### config.mk
export PLATFORM = sky130hd
export DESIGN_NAME = pbmc_top
export DESIGN_NICKNAME = d
export VERILOG_FILES = /design/src/verilog/pbmc_pkg.sv /design/src/verilog/pbmc_sync.sv /design/src/verilog/pbmc_top.sv
export VERILOG_INCLUDE_DIRS = /design/src /design/src/verilog
export SDC_FILE = /design/constraint.sdc
export NUM_CORES = 1
export LEC_CHECK = 0
export ABC_AREA = 1
export BUFFER_PORTS_ARGS = -buffer_cell sky130_fd_sc_hd__buf_2
export CAP_MARGIN = 20
export CELL_PAD_IN_SITES_DETAIL_PLACEMENT = 0
export CELL_PAD_IN_SITES_GLOBAL_PLACEMENT = 1
export CORE_ASPECT_RATIO = 2
export CORE_UTILIZATION = 32
export DETAILED_ROUTE_END_ITERATION = 10
export PLACE_DENSITY = 0.82
export SLEW_MARGIN = 20
export SYNTH_ARGS = -nofsm -noshare
export SYNTH_HDL_FRONTEND = slang
export SYNTH_HIERARCHICAL = 1
export SYNTH_SLANG_ARGS = --single-unit
### constraint.sdc
create_clock -name ref_clk_i -period 1.2 [get_ports ref_clk_i]
set_input_delay 0.18 -clock ref_clk_i [delete_from_list [all_inputs] [get_ports ref_clk_i]]
set_output_delay 0.18 -clock ref_clk_i [all_outputs]
set_load 0.005 [all_outputs]
### src/verilog/pbmc_map.svh
// Purpose: offsets, field positions, reset values and timing figures of the
//          basic mode control block (low half, bits 11 down to 0)
// Assumes: a 16-bit management register at management address 0x00
// Notes:   included by bare name; definitions only
`ifndef PBMC_MAP_SVH
`define PBMC_MAP_SVH

`define PBMC_ADDR_W          5
`define PBMC_DATA_W          16
`define PBMC_BMC_OFFSET      5'h00

`define PBMC_POS_AN_ENABLE   12
`define PBMC_POS_POWER_DOWN  11
`define PBMC_POS_ISOLATE     10
`define PBMC_POS_RESTART     9
`define PBMC_POS_DUPLEX      8
`define PBMC_POS_COL_TEST    7

`define PBMC_RST_POWER_DOWN  1'h0
`define PBMC_RST_ISOLATE     1'h0
`define PBMC_RST_RESTART     1'h0
`define PBMC_RST_COL_TEST    1'h0
`define PBMC_RST_DUPLEX      1'h0

`define PBMC_CLK_PERIOD_NS   25
`define PBMC_BIT_NS          10
`define PBMC_COL_ON_BITS     512
`define PBMC_COL_OFF_BITS    4

`endif

### src/verilog/pbmc_pkg.sv
// Purpose: types shared by the basic mode control block
// Assumes: constants live in pbmc_map.svh
// Notes:   struct fields are the writable control bits and the MII carriers
package pbmc_pkg;

  // writable control bits of the low half
  typedef struct packed {
    logic power_down;
    logic isolate;
    logic restart;
    logic duplex;
    logic col_test;
  } pbmc_ctrl_type;

  // receive-side MII signals, core to pins
  typedef struct packed {
    logic       rx_dv;
    logic [3:0] rxd;
    logic       rx_er;
    logic       crs;
    logic       col;
  } pbmc_mii_rx_type;

  // transmit-side MII signals, pins to core
  typedef struct packed {
    logic       tx_en;
    logic [3:0] txd;
    logic       tx_er;
  } pbmc_mii_tx_type;

  // restart handshake with the negotiation engine
  typedef enum logic [1:0] {
    PBMC_AN_IDLE = 2'b01,
    PBMC_AN_REQ  = 2'b10
  } pbmc_an_state_type;

endpackage

### src/verilog/pbmc_sync.sv
// Purpose: two flip-flop synchroniser for pin-level inputs
// Assumes: inputs are asynchronous levels, not pulses
// Notes:   first stage is read only by the second stage
`timescale 1ns/10ps
module pbmc_sync #(
  parameter int          WIDTH     = 1,
  parameter logic [15:0] RST_VALUE = 16'h0000
) (
  input  wire logic             ref_clk_i,
  input  wire logic             resetn_i,
  input  wire logic [WIDTH-1:0] async_i,
  output logic      [WIDTH-1:0] sync_o
);

  logic [WIDTH-1:0] meta_q;
  logic [WIDTH-1:0] sync_q;

  // plain two-stage chain, reset to a constant idle level
  always_ff @(posedge ref_clk_i or negedge resetn_i) begin
    if (!resetn_i) begin
      meta_q <= RST_VALUE[WIDTH-1:0];
      sync_q <= RST_VALUE[WIDTH-1:0];
    end else begin
      meta_q <= async_i;
      sync_q <= meta_q;
    end
  end

  assign sync_o = sync_q;

endmodule

### src/verilog/pbmc_top.sv
// Purpose: low half of the basic mode control register and the logic it steers
// Assumes: a management frame decoder presents one-cycle read/write strobes;
//          auto-negotiation enable (bit 12) is held by the upper-half logic
// Notes:   MII pins are split into value and output enable; no tristate here
//          the pad ring turns mii_rx_oe_o into the float, so the core keeps
//          a single driver on every net and never carries a floating value
//          the MAC transmit pins share no clock with ref_clk_i, so they pass
//          the same two-stage chain as the power-down pin
//          collision release meets its bit-time budget at 10 Mb/s only
`timescale 1ns/10ps
`include "pbmc_map.svh"
module pbmc_top (
  input  wire logic                      ref_clk_i,
  input  wire logic                      resetn_i,
  // management register port
  input  wire logic [`PBMC_ADDR_W-1:0]   mgmt_addr_i,
  input  wire logic                      mgmt_wr_i,
  input  wire logic                      mgmt_rd_i,
  input  wire logic [`PBMC_DATA_W-1:0]   mgmt_wdata_i,
  output logic      [`PBMC_DATA_W-1:0]   mgmt_rdata_o,
  output logic                           mgmt_rvalid_o,
  // neighbouring logic
  input  wire logic                      an_enable_i,
  input  wire logic                      an_full_duplex_i,
  input  wire logic                      an_started_i,
  input  wire logic                      duplex_strap_i,
  input  wire logic                      power_down_interrupt_pin_n_i,
  output logic                           an_restart_o,
  output logic                           power_down_o,
  output logic                           func_enable_o,
  output logic                           full_duplex_o,
  // MII facing the MAC
  input  wire pbmc_pkg::pbmc_mii_tx_type mii_tx_i,
  output pbmc_pkg::pbmc_mii_rx_type      mii_rx_o,
  output logic                           mii_rx_oe_o,
  // core side of the MII
  input  wire pbmc_pkg::pbmc_mii_rx_type core_rx_i,
  output pbmc_pkg::pbmc_mii_tx_type      core_tx_o
);
  import pbmc_pkg::*;

  localparam int PD_W = 1;
  localparam int TX_W = $bits(pbmc_mii_tx_type);

  // bit-time budgets for the collision echo, in clock cycles
  // kept beside the logic so a faster clock or a shorter chain can be
  // judged against them; the echo path itself is a fixed three edges
  localparam int COL_ON_NS   = `PBMC_COL_ON_BITS * `PBMC_BIT_NS;
  localparam int COL_OFF_NS  = `PBMC_COL_OFF_BITS * `PBMC_BIT_NS;
  localparam int COL_ON_CYC  = (COL_ON_NS / `PBMC_CLK_PERIOD_NS < 1) ? 1
                             : COL_ON_NS / `PBMC_CLK_PERIOD_NS;
  localparam int COL_OFF_CYC = (COL_OFF_NS / `PBMC_CLK_PERIOD_NS < 1) ? 1
                             : COL_OFF_NS / `PBMC_CLK_PERIOD_NS;

  // decode helper used by both read and write paths
  function automatic logic hit(input logic [`PBMC_ADDR_W-1:0] addr);
    hit = (addr == `PBMC_BMC_OFFSET);
  endfunction

  // readback word from the stored bits; reserved and upper bits stay zero
  // upper half (15:12) is answered by its own logic, so zero here is safe
  function automatic logic [`PBMC_DATA_W-1:0] pack_ctrl(input pbmc_ctrl_type c);
    pack_ctrl                       = '0;
    pack_ctrl[`PBMC_POS_POWER_DOWN] = c.power_down;
    pack_ctrl[`PBMC_POS_ISOLATE]    = c.isolate;
    pack_ctrl[`PBMC_POS_RESTART]    = c.restart;
    pack_ctrl[`PBMC_POS_DUPLEX]     = c.duplex;
    pack_ctrl[`PBMC_POS_COL_TEST]   = c.col_test;
  endfunction

  // pin inputs through two flip-flops
  // both chains reset to the idle level of their pins: the power-down
  // pin idles high, so leaving reset never fakes a power-down request
  // the transmit bits are synced one by one; a word that changes in the
  // sampling window may land split over two cycles, which the echo
  // tolerates since it only looks at tx_en
  logic            pd_pin_n_s;
  pbmc_mii_tx_type tx_s;

  pbmc_sync #(
    .WIDTH     (PD_W),
    .RST_VALUE (16'h0001)
  ) u_pd_sync (
    .ref_clk_i (ref_clk_i),
    .resetn_i  (resetn_i),
    .async_i   (power_down_interrupt_pin_n_i),
    .sync_o    (pd_pin_n_s)
  );

  pbmc_sync #(
    .WIDTH     (TX_W),
    .RST_VALUE (16'h0000)
  ) u_tx_sync (
    .ref_clk_i (ref_clk_i),
    .resetn_i  (resetn_i),
    .async_i   (mii_tx_i),
    .sync_o    (tx_s)
  );

  // control register state
  // the restart readback bit and the engine request are kept apart on
  // purpose: software may clear the first without touching the second
  pbmc_ctrl_type     ctrl_q;
  pbmc_ctrl_type     ctrl_d;
  logic              strap_done_q;
  logic              strap_done_d;
  pbmc_an_state_type an_q;
  pbmc_an_state_type an_d;
  logic              wr_hit;
  logic              restart_req;

  assign wr_hit      = mgmt_wr_i && hit(mgmt_addr_i);
  // a one only counts while negotiation is enabled
  assign restart_req = wr_hit && mgmt_wdata_i[`PBMC_POS_RESTART] && an_enable_i;

  // next values of the control bits
  // priority from low to high: strap, write, hardware clear, new request,
  // pin; later assignments win, so a new request or the pin beats any clear in one cycle
  always_comb begin
    ctrl_d       = ctrl_q;
    strap_done_d = 1'b1;
    // duplex strap caught on the first edge after reset release
    if (!strap_done_q) begin
      ctrl_d.duplex = duplex_strap_i;
    end
    if (wr_hit) begin
      ctrl_d.power_down = mgmt_wdata_i[`PBMC_POS_POWER_DOWN];
      ctrl_d.isolate    = mgmt_wdata_i[`PBMC_POS_ISOLATE];
      ctrl_d.duplex     = mgmt_wdata_i[`PBMC_POS_DUPLEX];
      ctrl_d.col_test   = mgmt_wdata_i[`PBMC_POS_COL_TEST];
      // zero clears only the readback, the engine request stays
      if (!mgmt_wdata_i[`PBMC_POS_RESTART]) begin
        ctrl_d.restart = 1'b0;
      end
    end
    // hardware clear once negotiation has begun
    if (an_started_i) begin
      ctrl_d.restart = 1'b0;
    end
    // a new request beats a clear in the same cycle
    if (restart_req) begin
      ctrl_d.restart = 1'b1;
    end
    // the pin forces the bit and wins over any write of zero
    if (!pd_pin_n_s) begin
      ctrl_d.power_down = 1'b1;
    end
  end

  // reset loads constants only; the strap is taken one edge later
  always_ff @(posedge ref_clk_i or negedge resetn_i) begin
    if (!resetn_i) begin
      ctrl_q.power_down <= `PBMC_RST_POWER_DOWN;
      ctrl_q.isolate    <= `PBMC_RST_ISOLATE;
      ctrl_q.restart    <= `PBMC_RST_RESTART;
      ctrl_q.duplex     <= `PBMC_RST_DUPLEX;
      ctrl_q.col_test   <= `PBMC_RST_COL_TEST;
      strap_done_q      <= 1'b0;
    end else begin
      ctrl_q       <= ctrl_d;
      strap_done_q <= strap_done_d;
    end
  end

  // restart handshake: request held to the engine until it starts,
  // independent of what software later writes to the readback bit
  // a started report and a fresh request in the same cycle keep the
  // request up, so a second restart is never lost
  always_comb begin
    an_d = an_q;
    unique case (an_q)
      PBMC_AN_IDLE: begin
        if (restart_req) begin
          an_d = PBMC_AN_REQ;
        end
      end
      PBMC_AN_REQ: begin
        if (an_started_i && !restart_req) begin
          an_d = PBMC_AN_IDLE;
        end
      end
      default: begin
        an_d = PBMC_AN_IDLE;
      end
    endcase
  end

  always_ff @(posedge ref_clk_i or negedge resetn_i) begin
    if (!resetn_i) begin
      an_q <= PBMC_AN_IDLE;
    end else begin
      an_q <= an_d;
    end
  end

  assign an_restart_o = (an_q == PBMC_AN_REQ);

  // effective power down and function enable
  // the pin acts on the synced level straight away, one edge before
  // the stored bit follows; the register block is never gated
  logic pd_eff;
  assign pd_eff        = ctrl_q.power_down || !pd_pin_n_s;
  assign power_down_o  = pd_eff;
  assign func_enable_o = !pd_eff;

  // duplex resolution; manual bit only counts without negotiation
  // registered so a change of the enable never glitches the MAC side
  // limitation: the resolved value lags its inputs by one edge
  logic full_dx_d;
  logic full_dx_q;
  assign full_dx_d = an_enable_i ? an_full_duplex_i : ctrl_q.duplex;

  always_ff @(posedge ref_clk_i or negedge resetn_i) begin
    if (!resetn_i) begin
      full_dx_q <= 1'b0;
    end else begin
      full_dx_q <= full_dx_d;
    end
  end

  assign full_duplex_o = full_dx_q;

  // MII path; isolation and power down both cut the port
  // while cut, values are forced to zero as well as the enable dropping,
  // so nothing stale reaches the MAC when the enable comes back
  // enable and values leave the same register stage, keeping them aligned
  logic            mii_live;
  pbmc_mii_rx_type rx_d;
  pbmc_mii_rx_type rx_q;
  logic            oe_q;
  pbmc_mii_tx_type ctx_d;
  pbmc_mii_tx_type ctx_q;

  assign mii_live = !ctrl_q.isolate && !pd_eff;

  // collision echo costs three edges from pin to pin, well inside
  // the 512-bit budget; the 4-bit release fits 10 Mb/s timing only
  always_comb begin
    rx_d  = mii_live ? core_rx_i : '0;
    ctx_d = mii_live ? tx_s : '0;
    if (mii_live && ctrl_q.col_test) begin
      rx_d.col = tx_s.tx_en;
    end
  end

  always_ff @(posedge ref_clk_i or negedge resetn_i) begin
    if (!resetn_i) begin
      rx_q  <= '0;
      oe_q  <= 1'b0;
      ctx_q <= '0;
    end else begin
      rx_q  <= rx_d;
      oe_q  <= mii_live;
      ctx_q <= ctx_d;
    end
  end

  assign mii_rx_o    = rx_q;
  assign mii_rx_oe_o = oe_q;
  assign core_tx_o   = ctx_q;

  // read path; reserved and foreign bits return zero
  // an unmapped read still answers, with zero data, so a frame decoder
  // never waits on a strobe that this block ignores
  logic [`PBMC_DATA_W-1:0] rdata_d;
  logic [`PBMC_DATA_W-1:0] rdata_q;
  logic                    rvalid_q;

  always_comb begin
    rdata_d = '0;
    if (mgmt_rd_i && hit(mgmt_addr_i)) begin
      rdata_d = pack_ctrl(ctrl_q);
    end
  end

  // registers stay reachable in power down
  // data is zero outside the answer cycle, so a wired-or of several
  // register blocks in the frame decoder needs no extra gating
  always_ff @(posedge ref_clk_i or negedge resetn_i) begin
    if (!resetn_i) begin
      rdata_q  <= '0;
      rvalid_q <= 1'b0;
    end else begin
      rdata_q  <= rdata_d;
      rvalid_q <= mgmt_rd_i;
    end
  end

  assign mgmt_rdata_o  = rdata_q;
  assign mgmt_rvalid_o = rvalid_q;

endmodule

==> results of run 1 <==
==> kinds of logic after synthesis <==
family | synth area share
other | 0.00479
DFF | 0.705
and+or+nand+nor | 0.136
AOI/OAI and AO/OA | 0.0224
buffers and inverters | 0.132
==> worst reg2reg max path: stages, from the launching register on <==
cell,delay (ns)
dfstp_2,0.55
inv_2,0.05
nor2_4,0.08
inv_2,0.05
buf_4,0.13
nor2_4,0.12
inv_6,0.08
a21oi_2,0.11
==> per-layer routing <==
layer,routed length [um],share of wire,GRT usage
met2,1510,0.55,0.214
met1,950,0.35,0.132
met5,0,0,0
met4,108,0.039,0.0894
met3,172,0.063,0.0256
==> state kept, by name (all words and copies together) (netlist names) <==
name              count
mii_rx_oe_o           1
u_tx_sync/meta_q      6
ctrl_q                5
mgmt_rdata_o          5
full_duplex_o         1
u_pd_sync/sync_o      1
strap_done_q          1
core_tx_o             6
mgmt_rvalid_o         1
an_q                  2
mii_rx_o              8
u_tx_sync/sync_o      6
u_pd_sync/meta_q      1
==> placed cells by master, fill, tap and decap left out, types with 2 or more instances in the layout <==
cell type	instances
nand2_1	20
nand3_1	3
inv_1	27
nor2_4	2
nor2_2	6
clkbuf_8	5
dfstp_2	3
dfrtp_1	41
dlygate4sd3_1	9
clkinvlp_4	2
o21ai_0	5
nor2_1	17
conb_1	12
buf_4	2
inv_2	2
buf_2	56
==> what timing repair did <==
item,in CTS,in global routing
buffers inserted,1,0
hold buffers,9,0
endpoints found under the setup margin,2,17
pin swaps,1,2
gates resized for setup,4,7
hold endpoints to repair,49,0
==> stage by stage <==
stage	util	hold slack (ns)	area (um2)
global route	0.456	0.0924	2110
CTS	0.451	0.0750	2100
finish	0.456	0.0925	2110
detailed placement	0.408	0.174	1890
floorplan	-	-0.116	1600
global placement	0.408	0.165	1890
==> area by class of cell <==
type / instances / area, um2
repair buffers: 69 / 417
flip-flops and latches: 44 / 1100
multi-input cells: 69 / 314
clock buffers: 5 / 68.8
inverters: 30 / 118
clock inverters: 3 / 23.8
well taps: 55 / 68.8
fillers: 484 / 2530
==> how the worst max path moves through the flow <==
| stage | startpoint | to | slack [ns] | cells past startpoint |
|---|---|---|---|---|
| 2_1_floorplan | u_pd_sync/sync_o | core_tx_o[0] | 0.07 | 7 |
| 3_3_place_gp | u_pd_sync/sync_o | mii_rx_o[0] | 0.1 | 6 |
| 3_5_place_dp | u_pd_sync/sync_o | mii_rx_o[0] | 0.02 | 6 |
| 4_1_cts | u_pd_sync/sync_o | power_down_o | -0.13 | 4 |
| 5_1_grt | u_pd_sync/sync_o | power_down_o | -0.14 | 4 |
| 6_report | u_pd_sync/sync_o | power_down_o | -0.09 | 4 |
==> power groups by stage <==
stage,registers (W),clock network (W),logic [W]
2_1_floorplan,0.00159,0,0.0000850
3_3_place_gp,0.00159,0,0.000167
3_5_place_dp,0.00159,0,0.000172
4_1_cts,0.00156,0.000953,0.000197
5_1_grt,0.00157,0.00101,0.000227
6_report,0.00156,0.000901,0.000197
==> results.toml, run 1 <==
[critical_path]
rr_endpoint = "mii_rx_o[0]"
reg2reg_depth = 7
start_kind = "register"
critical-path-top-delay-family = "flip-flops"
r2r-start = "u_pd_sync/sync_o"
critPathCaptureType = "primary output"
crit_slowest_cell = "dfstp_2"
critPathMaxStageDelay_ns = 0.55
arrival_ns = 1.11
r2r_slack_ns = -0.04
crit_path_cell_trace = "inv_2 > nor2_4 > inv_2 > buf_6"
critPathBufInv = 3
worstPathMaxFanout = 2
critPathKind = "register to primary output"
critPathRequiredTime_ns = 1.02
cp_common_cell = "inv_2"

[global_route]
grt_usage = 0.125
antenna_found_initial = 0
grt_pass1_vias = 1057
grt_pass1_wl_mm = 4.64
overflow = 0
grt_max_degree = 45

[power_and_ir_drop]
switchingPower_w = 0.000620
clkPwrFrac = 0.339
max-vdd-ir-drop_uv = 608
leakage_nw = 1.21
power_w = 0.00266
switching_share = 0.233
p_comb_frac = 0.074
intPower_w = 0.00204
powerDensity_mw_per_mm2 = 1260
p_seq_frac = 0.587

[worst_hold_path]
hold_depth = 3
hold_end = "mii_rx_o[1]"
min_from = "core_rx_i[1]"
hold_path_class = "input pin to register"

[synth]
yosysUniqueCellTypes = 16
syn_area_mm2 = 0.00157
synth.most_common_cell = "dfrtp_1"
syn_avg_cell_area_um2 = 10.8
ys_warn_count = 6
synth-edff-count = 0
synthTopCellsByArea = "dfrtp_1, inv_1, buf_4"
netlist.area_leader.share = 0.655
ys_ff_latch = 44
synth.largest_area_cell = "dfrtp_1"
synth_ff_type = "dfrtp_1"
netlist_top_cells_count = "dfrtp_1, inv_1, nor2_1"
syn_inst = 145
synthArstFlopShare = 1.00
seq_area_frac_synth = 0.705

[detailed_routing]
wl_per_cell_um = 9.96
drtIter0Drc = 29
vias = 1080
detail-route-antenna-nets = 0
dr.pass1.iters = 4
viasPerCell = 3.93
drt-total-wl_mm = 2.74
drc = 0

[clock_tree]
htree_levels = 2
clockBufferDepth = 2
cts_tree = "yes"
clk_latency_ns = 0.29
clkTransAtPathRegs_ns = 0.08
clock-sinks = 44
numCtsBuffers = 5
root_buffer = "clkbuf_8"

[sta]
fin_crit_sh = 1.08
setup_viol_count_final = 12
rsz0062_at_grt = "yes"
max_freq_mhz = 773
finalMaxSlewViolations = 0
finClkSkew_ns = 0.00654
fin_crit_ns = 1.29
postLayoutSetupSlackWorst_ns = -0.0934
finalHoldViolations = 0
fin_tns_setup_ns = -0.253

[final_layout]
final_nets = 263
drive_above_1_share = 0.386
diodes = 0
instances_no_fill = 275
area_delta_synth_final_pct = 35.0

[floorplan]
row_count = 35
die_area_mm2 = 0.00520
dieWidth_um = 51.5
coreArea_mm2 = 0.00464
ios = 80
die_h_um = 101
initial_utilization = 0.337

[placed_design]
hpwl_mm = 2.00
pre_cts_slack_ns = 0.0199
dp_cells = 257
port_buffers = 57
place_congestion = 0.727

[status]
failed_checks = "negative setup slack"
status = "finished with violations"

[run]
cap_violations = 0
Power figures use the tool's default switching activity.
==> run 2, diff against run 1 <==
ABC_AREA = not set   (was 1)
CORE_UTILIZATION = 34   (was 32)
PLACE_DENSITY = 0.83   (was 0.82)
==> run 2 against run 1 <==
- the run still ends with negative setup slack left
- first-iteration DRC count decreased by 34%
- routed wire length is 0.33% higher
- die area decreased by 7.9%
- clock power up 2%
- area after synthesis decreased by 2.4%
- clock skew down 0.0045 ns
- final cell count decreased by 14%
- maximum frequency down 4.8%
- via count down 8.5%
- non-clock buffer count up 7
- largest power group unchanged
==> results.toml, run 2 <==
[placed_design]
port_buffers = 57
placed_cell_area_mm2 = 0.00189
hpwl_mm = 1.91
dp_cells = 217
place_congestion = 0.688

[sta]
finalHoldViolations = 0
rsz0062_at_grt = "yes"
finClkSkew_ns = 0.00202
finalMaxSlewViolations = 0
max_freq_mhz = 736
postLayoutSetupSlackWorst_ns = -0.159
setup_viol_count_final = 7
fin_crit_sh = 1.13
fin_crit_ns = 1.36

[detailed_routing]
wl_per_cell_um = 11.6
detail-route-antenna-nets = 0
dr.pass1.iters = 4
viasPerCell = 4.17
drt-total-wl_mm = 2.75
drtIter0Drc = 19
drc = 0
vias = 988

[final_layout]
drive_above_1_share = 0.530
layout.cells.most_common = "buf_2"
diodes = 0
n_fill_cell = 392
instances_no_fill = 237
most-common-layout-cells = "buf_2, dfrtp_1, and2_1, conb_1, dlygate4sd3_1"
area_delta_synth_final_pct = 42.1
final_nets = 226
final_area_mm2 = 0.00217
largest_reg_flops = 8

[power_and_ir_drop]
switching_share = 0.209
leakage_nw = 1.18
max-vdd-ir-drop_uv = 704
switchingPower_w = 0.000561
powerDensity_mw_per_mm2 = 1230
intPower_w = 0.00212
clkPwrFrac = 0.343
p_comb_frac = 0.072
p_seq_frac = 0.585

[synth]
seq_area_frac_synth = 0.723
synthTopCellsByArea = "dfrtp_1, and2_1, buf_4"
yosysUniqueCellTypes = 25
synth_ff_type = "dfrtp_1"
synth.most_common_cell = "dfrtp_1"
synth.largest_area_cell = "dfrtp_1"
syn_area_mm2 = 0.00153
synthArstFlopShare = 1.00
syn_avg_cell_area_um2 = 15.0
ys_ff_latch = 44
ys_warn_count = 6
synth-edff-count = 0
syn_inst = 102
netlist_top_cells_count = "dfrtp_1, and2_1, buf_4"
netlist.area_leader.share = 0.671

[critical_path]
critPathKind = "input pin to register"
worstPathMaxFanout = 5
reg2reg_depth = 5
critPathCaptureType = "register"
critPathRequiredTime_ns = 1.38
arrival_ns = 1.54
r2r_slack_ns = 0.02
start_kind = "input pin"
rr_endpoint = "mii_rx_o[3]"
r2r-start = "u_pd_sync/sync_o"

[worst_hold_path]
min_from = "mgmt_rd_i"
hold_path_class = "input pin to register"
hold_depth = 1
hold_end = "mgmt_rvalid_o"

[floorplan]
coreArea_mm2 = 0.00434
row_count = 34
die_area_mm2 = 0.00479
initial_utilization = 0.352
ios = 80
dieWidth_um = 49.4
die_h_um = 96.8

[global_route]
grt_usage = 0.127
overflow = 0
grt_pass1_vias = 993
antenna_found_initial = 0
grt_max_degree = 29
grt_pass1_wl_mm = 4.41

[clock_tree]
htree_levels = 2
clkTransAtPathRegs_ns = 0.07
cts_tree = "yes"
numCtsBuffers = 5
root_buffer = "clkbuf_8"
clk_latency_ns = 0.29
clockBufferDepth = 2
clock-sinks = 44

[status]
status = "finished with violations"
failed_checks = "negative setup slack"

[run]
cap_violations = 0
## run 2: logic make-up (layout without fill, tap and decap cells)
family,Yosys count,count (layout),share of synthesized area
buf+inv,14,85,0.0663
other cells,2,12,0.00491
compound gates,4,4,0.0180
mux,7,7,0.0573
simple gates,31,31,0.131
flops,44,44,0.723
## run 2: worst max-delay path, cell delays in order
cell	delay [ns]
buf_6	0.09
or4_4	0.52
or3b_4	0.44
mux2_4	0.31
## run 2: worst max path at each step
stage	startpoint	endpoint	slack [ns]	cells past startpoint
after floorplan	mgmt_addr_i[1]	ctrl_q[0]	-0.43	4
after global placement	mgmt_addr_i[1]	ctrl_q[0]	-0.54	4
after detailed placement	mgmt_addr_i[1]	ctrl_q[0]	-0.57	4
after CTS	mgmt_addr_i[1]	ctrl_q[0]	-0.16	4
after global routing	mgmt_addr_i[1]	ctrl_q[0]	-0.17	4
final	mgmt_addr_i[1]	ctrl_q[0]	-0.16	4
## run 2: stage by stage
stage | utilization | hold slack [ns] | worst slack [ns] | power [W] | TNS, ns
5_1_grt | 0.501 | 0.00133 | -0.168 | 0.00280 | -1.40
3_3_place_gp | 0.435 | 0.129 | -0.542 | 0.00175 | -4.55
2_1_floorplan | - | -0.116 | -0.432 | 0.00167 | -2.25
3_5_place_dp | 0.435 | 0.133 | -0.565 | 0.00176 | -4.77
6_report | 0.501 | 0.00793 | -0.159 | 0.00268 | -0.749
4_1_cts | 0.486 | 0.00274 | -0.155 | 0.00271 | -0.754
## run 2: what timing repair did
item                                    4_1_cts  5_1_grt
hold buffers                                  8        0
resized for setup                             8       15
endpoints found under the setup margin       10       28
gates cloned                                  0        1
setup buffers                                 2        1
endpoints found under the hold margin        20        0
pin swaps                                     1        4
## run 2: area by class of cell
type	instances	area, um2	area share
sequential	44	1100	0.509
clock buffer	7	86.3	0.0397
multi-input combinational	54	418	0.192
tap	54	67.6	0.0311
timing repair buffer	76	484	0.223
clock inverter	1	7.51	0.00346
inverter	1	3.75	0.00173
## run 2: routing by layer
layer,share of wire,track usage,vias up
met5,0,0,-
met3,0.056,0.0283,7
met1,0.33,0.128,474
met2,0.58,0.222,46
met4,0.030,0.0857,0
li1,-,-,461
## run 2: power by group through the flow
stage / Combinational [W] / Clock [W] / Sequential [W]
final: 0.000193 / 0.000918 / 0.00157
after global routing: 0.000213 / 0.00102 / 0.00157
after CTS: 0.000191 / 0.000954 / 0.00156
after detailed placement: 0.000167 / 0 / 0.00159
after global placement: 0.000163 / 0 / 0.00159
after floorplan: 0.0000828 / 0 / 0.00158
==> run 3, diff against run 2 <==
CELL_PAD_IN_SITES_DETAIL_PLACEMENT = not set   (was 0)
CELL_PAD_IN_SITES_GLOBAL_PLACEMENT = not set   (was 1)
CORE_UTILIZATION = 40   (was 34)
PLACE_DENSITY = 0.77   (was 0.83)
SLEW_MARGIN = 10   (was 20)
==> run 3 against run 2 <==
- the run still ends with negative setup slack left
- core utilization up 11 points
- cell area up 2.0%
- sequential power about the same
- worst setup slack worse by 0.0083 ns
- first-iteration DRC count down 16%
- sequential share of layout area down 1.0 points
- largest power group unchanged
- highest routed layer unchanged
==> results.toml, run 3 (same netlist as run 2, synthesis figures left out) <==
[status]
status = "finished with violations"
failed_checks = "negative setup slack"

[power_and_ir_drop]
clkPwrFrac = 0.397
switching_share = 0.202
intPower_w = 0.00233
max-vdd-ir-drop_uv = 708
p_seq_frac = 0.536
leakage_nw = 1.20
powerDensity_mw_per_mm2 = 1320
power_w = 0.00292
switchingPower_w = 0.000591
p_comb_frac = 0.067

[placed_design]
hpwl_mm = 1.81
port_buffers = 57
dp_cells = 212
placed_cell_area_mm2 = 0.00188
place_congestion = 0.770

[final_layout]
diodes = 0
drive_above_1_share = 0.549
multi_input_area_um2 = 423
final_area_mm2 = 0.00222
largest_reg_flops = 8
instances_no_fill = 233
area_delta_synth_final_pct = 44.9
most-common-layout-cells = "buf_2, dfrtp_1, conb_1, and2_1, dlygate4sd3_1"
layout.cells.most_common = "buf_2"
n_fill_cell = 297
ff_latch_area_mm2 = 0.00110
final_nets = 227

[critical_path]
r2r-start = "u_pd_sync/sync_o"
critPathCaptureType = "register"
worstSetupStartpoint = "mgmt_addr_i[1]"
r2r_slack_ns = -0.13
arrival_ns = 1.54
worstSetupEndpoint = "ctrl_q[0]"
critPathRequiredTime_ns = 1.38
reg2reg_depth = 6
critPathMaxStageDelay_ns = 0.53
start_kind = "input pin"
crit_slowest_cell = "or4_4"
crit_path_cell_trace = "buf_6 > or4_4 > or3b_4 > mux2_4"
worstPathMaxFanout = 5
rr_endpoint = "core_tx_o[4]"
critPathKind = "input pin to register"

[floorplan]
ios = 80
row_count = 31
die_area_mm2 = 0.00409
coreArea_mm2 = 0.00365
initial_utilization = 0.419
dieWidth_um = 45.7
die_h_um = 89.4

[global_route]
grt_max_degree = 30
overflow = 0
grt_pass1_vias = 907
grt_pass1_wl_mm = 4.06
antenna_found_initial = 0
grt_usage = 0.145

[detailed_routing]
viasPerCell = 4.29
vias = 1000
drt-total-wl_mm = 2.88
detail-route-antenna-nets = 0
wl_per_cell_um = 12.4
drtIter0Drc = 16
drc = 0
dr.pass1.iters = 4

[worst_hold_path]
hold_path_class = "input pin to register"

[clock_tree]
clk_latency_ns = 0.29
htree_levels = 2
numCtsBuffers = 5
clock-sinks = 44
root_buffer = "clkbuf_8"
clkTransAtPathRegs_ns = 0.08
clockBufferDepth = 2
cts_tree = "yes"

[sta]
max_freq_mhz = 732
postLayoutSetupSlackWorst_ns = -0.167
finalHoldViolations = 0
fin_crit_ns = 1.37
rsz0062_at_grt = "yes"
hold_ws_ns = 0.0191
fin_crit_sh = 1.14
fin_tns_setup_ns = -1.88
finClkSkew_ns = 0.00983
finalMaxSlewViolations = 0
setup_viol_count_final = 21

[run]
cap_violations = 0
==> run 3: stage by stage <==
stage,util,setup WS [ns]
after floorplan,-,-0.432
after global placement,0.516,-0.529
after detailed placement,0.516,-0.553
after CTS,0.585,-0.157
after global routing,0.608,-0.188
final,0.608,-0.167
==> run 3: final cells by class <==
type                            instances  share of cell area
Timing Repair Buffer                   77               0.226
Clock buffer                            6              0.0373
Sequential cell                        44               0.499
Multi-Input combinational cell         54               0.191
Tap cell                               49              0.0277
Inverter                                1             0.00169
Clock inverter                          2              0.0175
==> run 3: how the worst min path moves through the flow <==
stage	start	end	slack [ns]	cells past startpoint
after floorplan	resetn_i	an_q[1]	-0.12	0
after global placement	resetn_i	mgmt_rdata_o[9]	0.11	1
after detailed placement	resetn_i	mgmt_rdata_o[8]	0.12	1
after CTS	mgmt_rd_i	mgmt_rvalid_o	0.0007	1
after global routing	mgmt_rd_i	mgmt_rvalid_o	0.007	1
final	mgmt_rd_i	mgmt_rvalid_o	0.02	1
==> run 3: repair_timing <==
action / 4_1_cts / 5_1_grt
setup endpoints to repair: 11 / 28
cloned: 0 / 1
gates resized for setup: 8 / 18
pin swaps: 0 / 10
endpoints found under the hold margin: 19 / 0
buffers inserted: 2 / 2
hold buffers: 8 / 0
==> run 3: power by group through the flow <==
stage               Clock [W]  Combinational [W]  Sequential [W]
floorplan                   0          0.0000828         0.00158
finish                0.00116           0.000194         0.00157
global route          0.00124           0.000217         0.00157
CTS                   0.00118           0.000193         0.00156
global placement            0           0.000160         0.00159
detailed placement          0           0.000167         0.00159
==> run 3: critical path, delay by kind of cell <==
kind / cells / cell delay, ns
buffers and inverters: 1 / 0.09
multiplexers: 1 / 0.31
AND/OR/NAND/NOR: 2 / 0.96
==> run 3: routing by layer <==
| metal | share of wire | global-route usage |
|---|---|---|
| met1 | 0.34 | 0.133 |
| met2 | 0.58 | 0.264 |
| met3 | 0.052 | 0.0424 |
| met4 | 0.030 | 0.0909 |
| met5 | 0 | 0 |
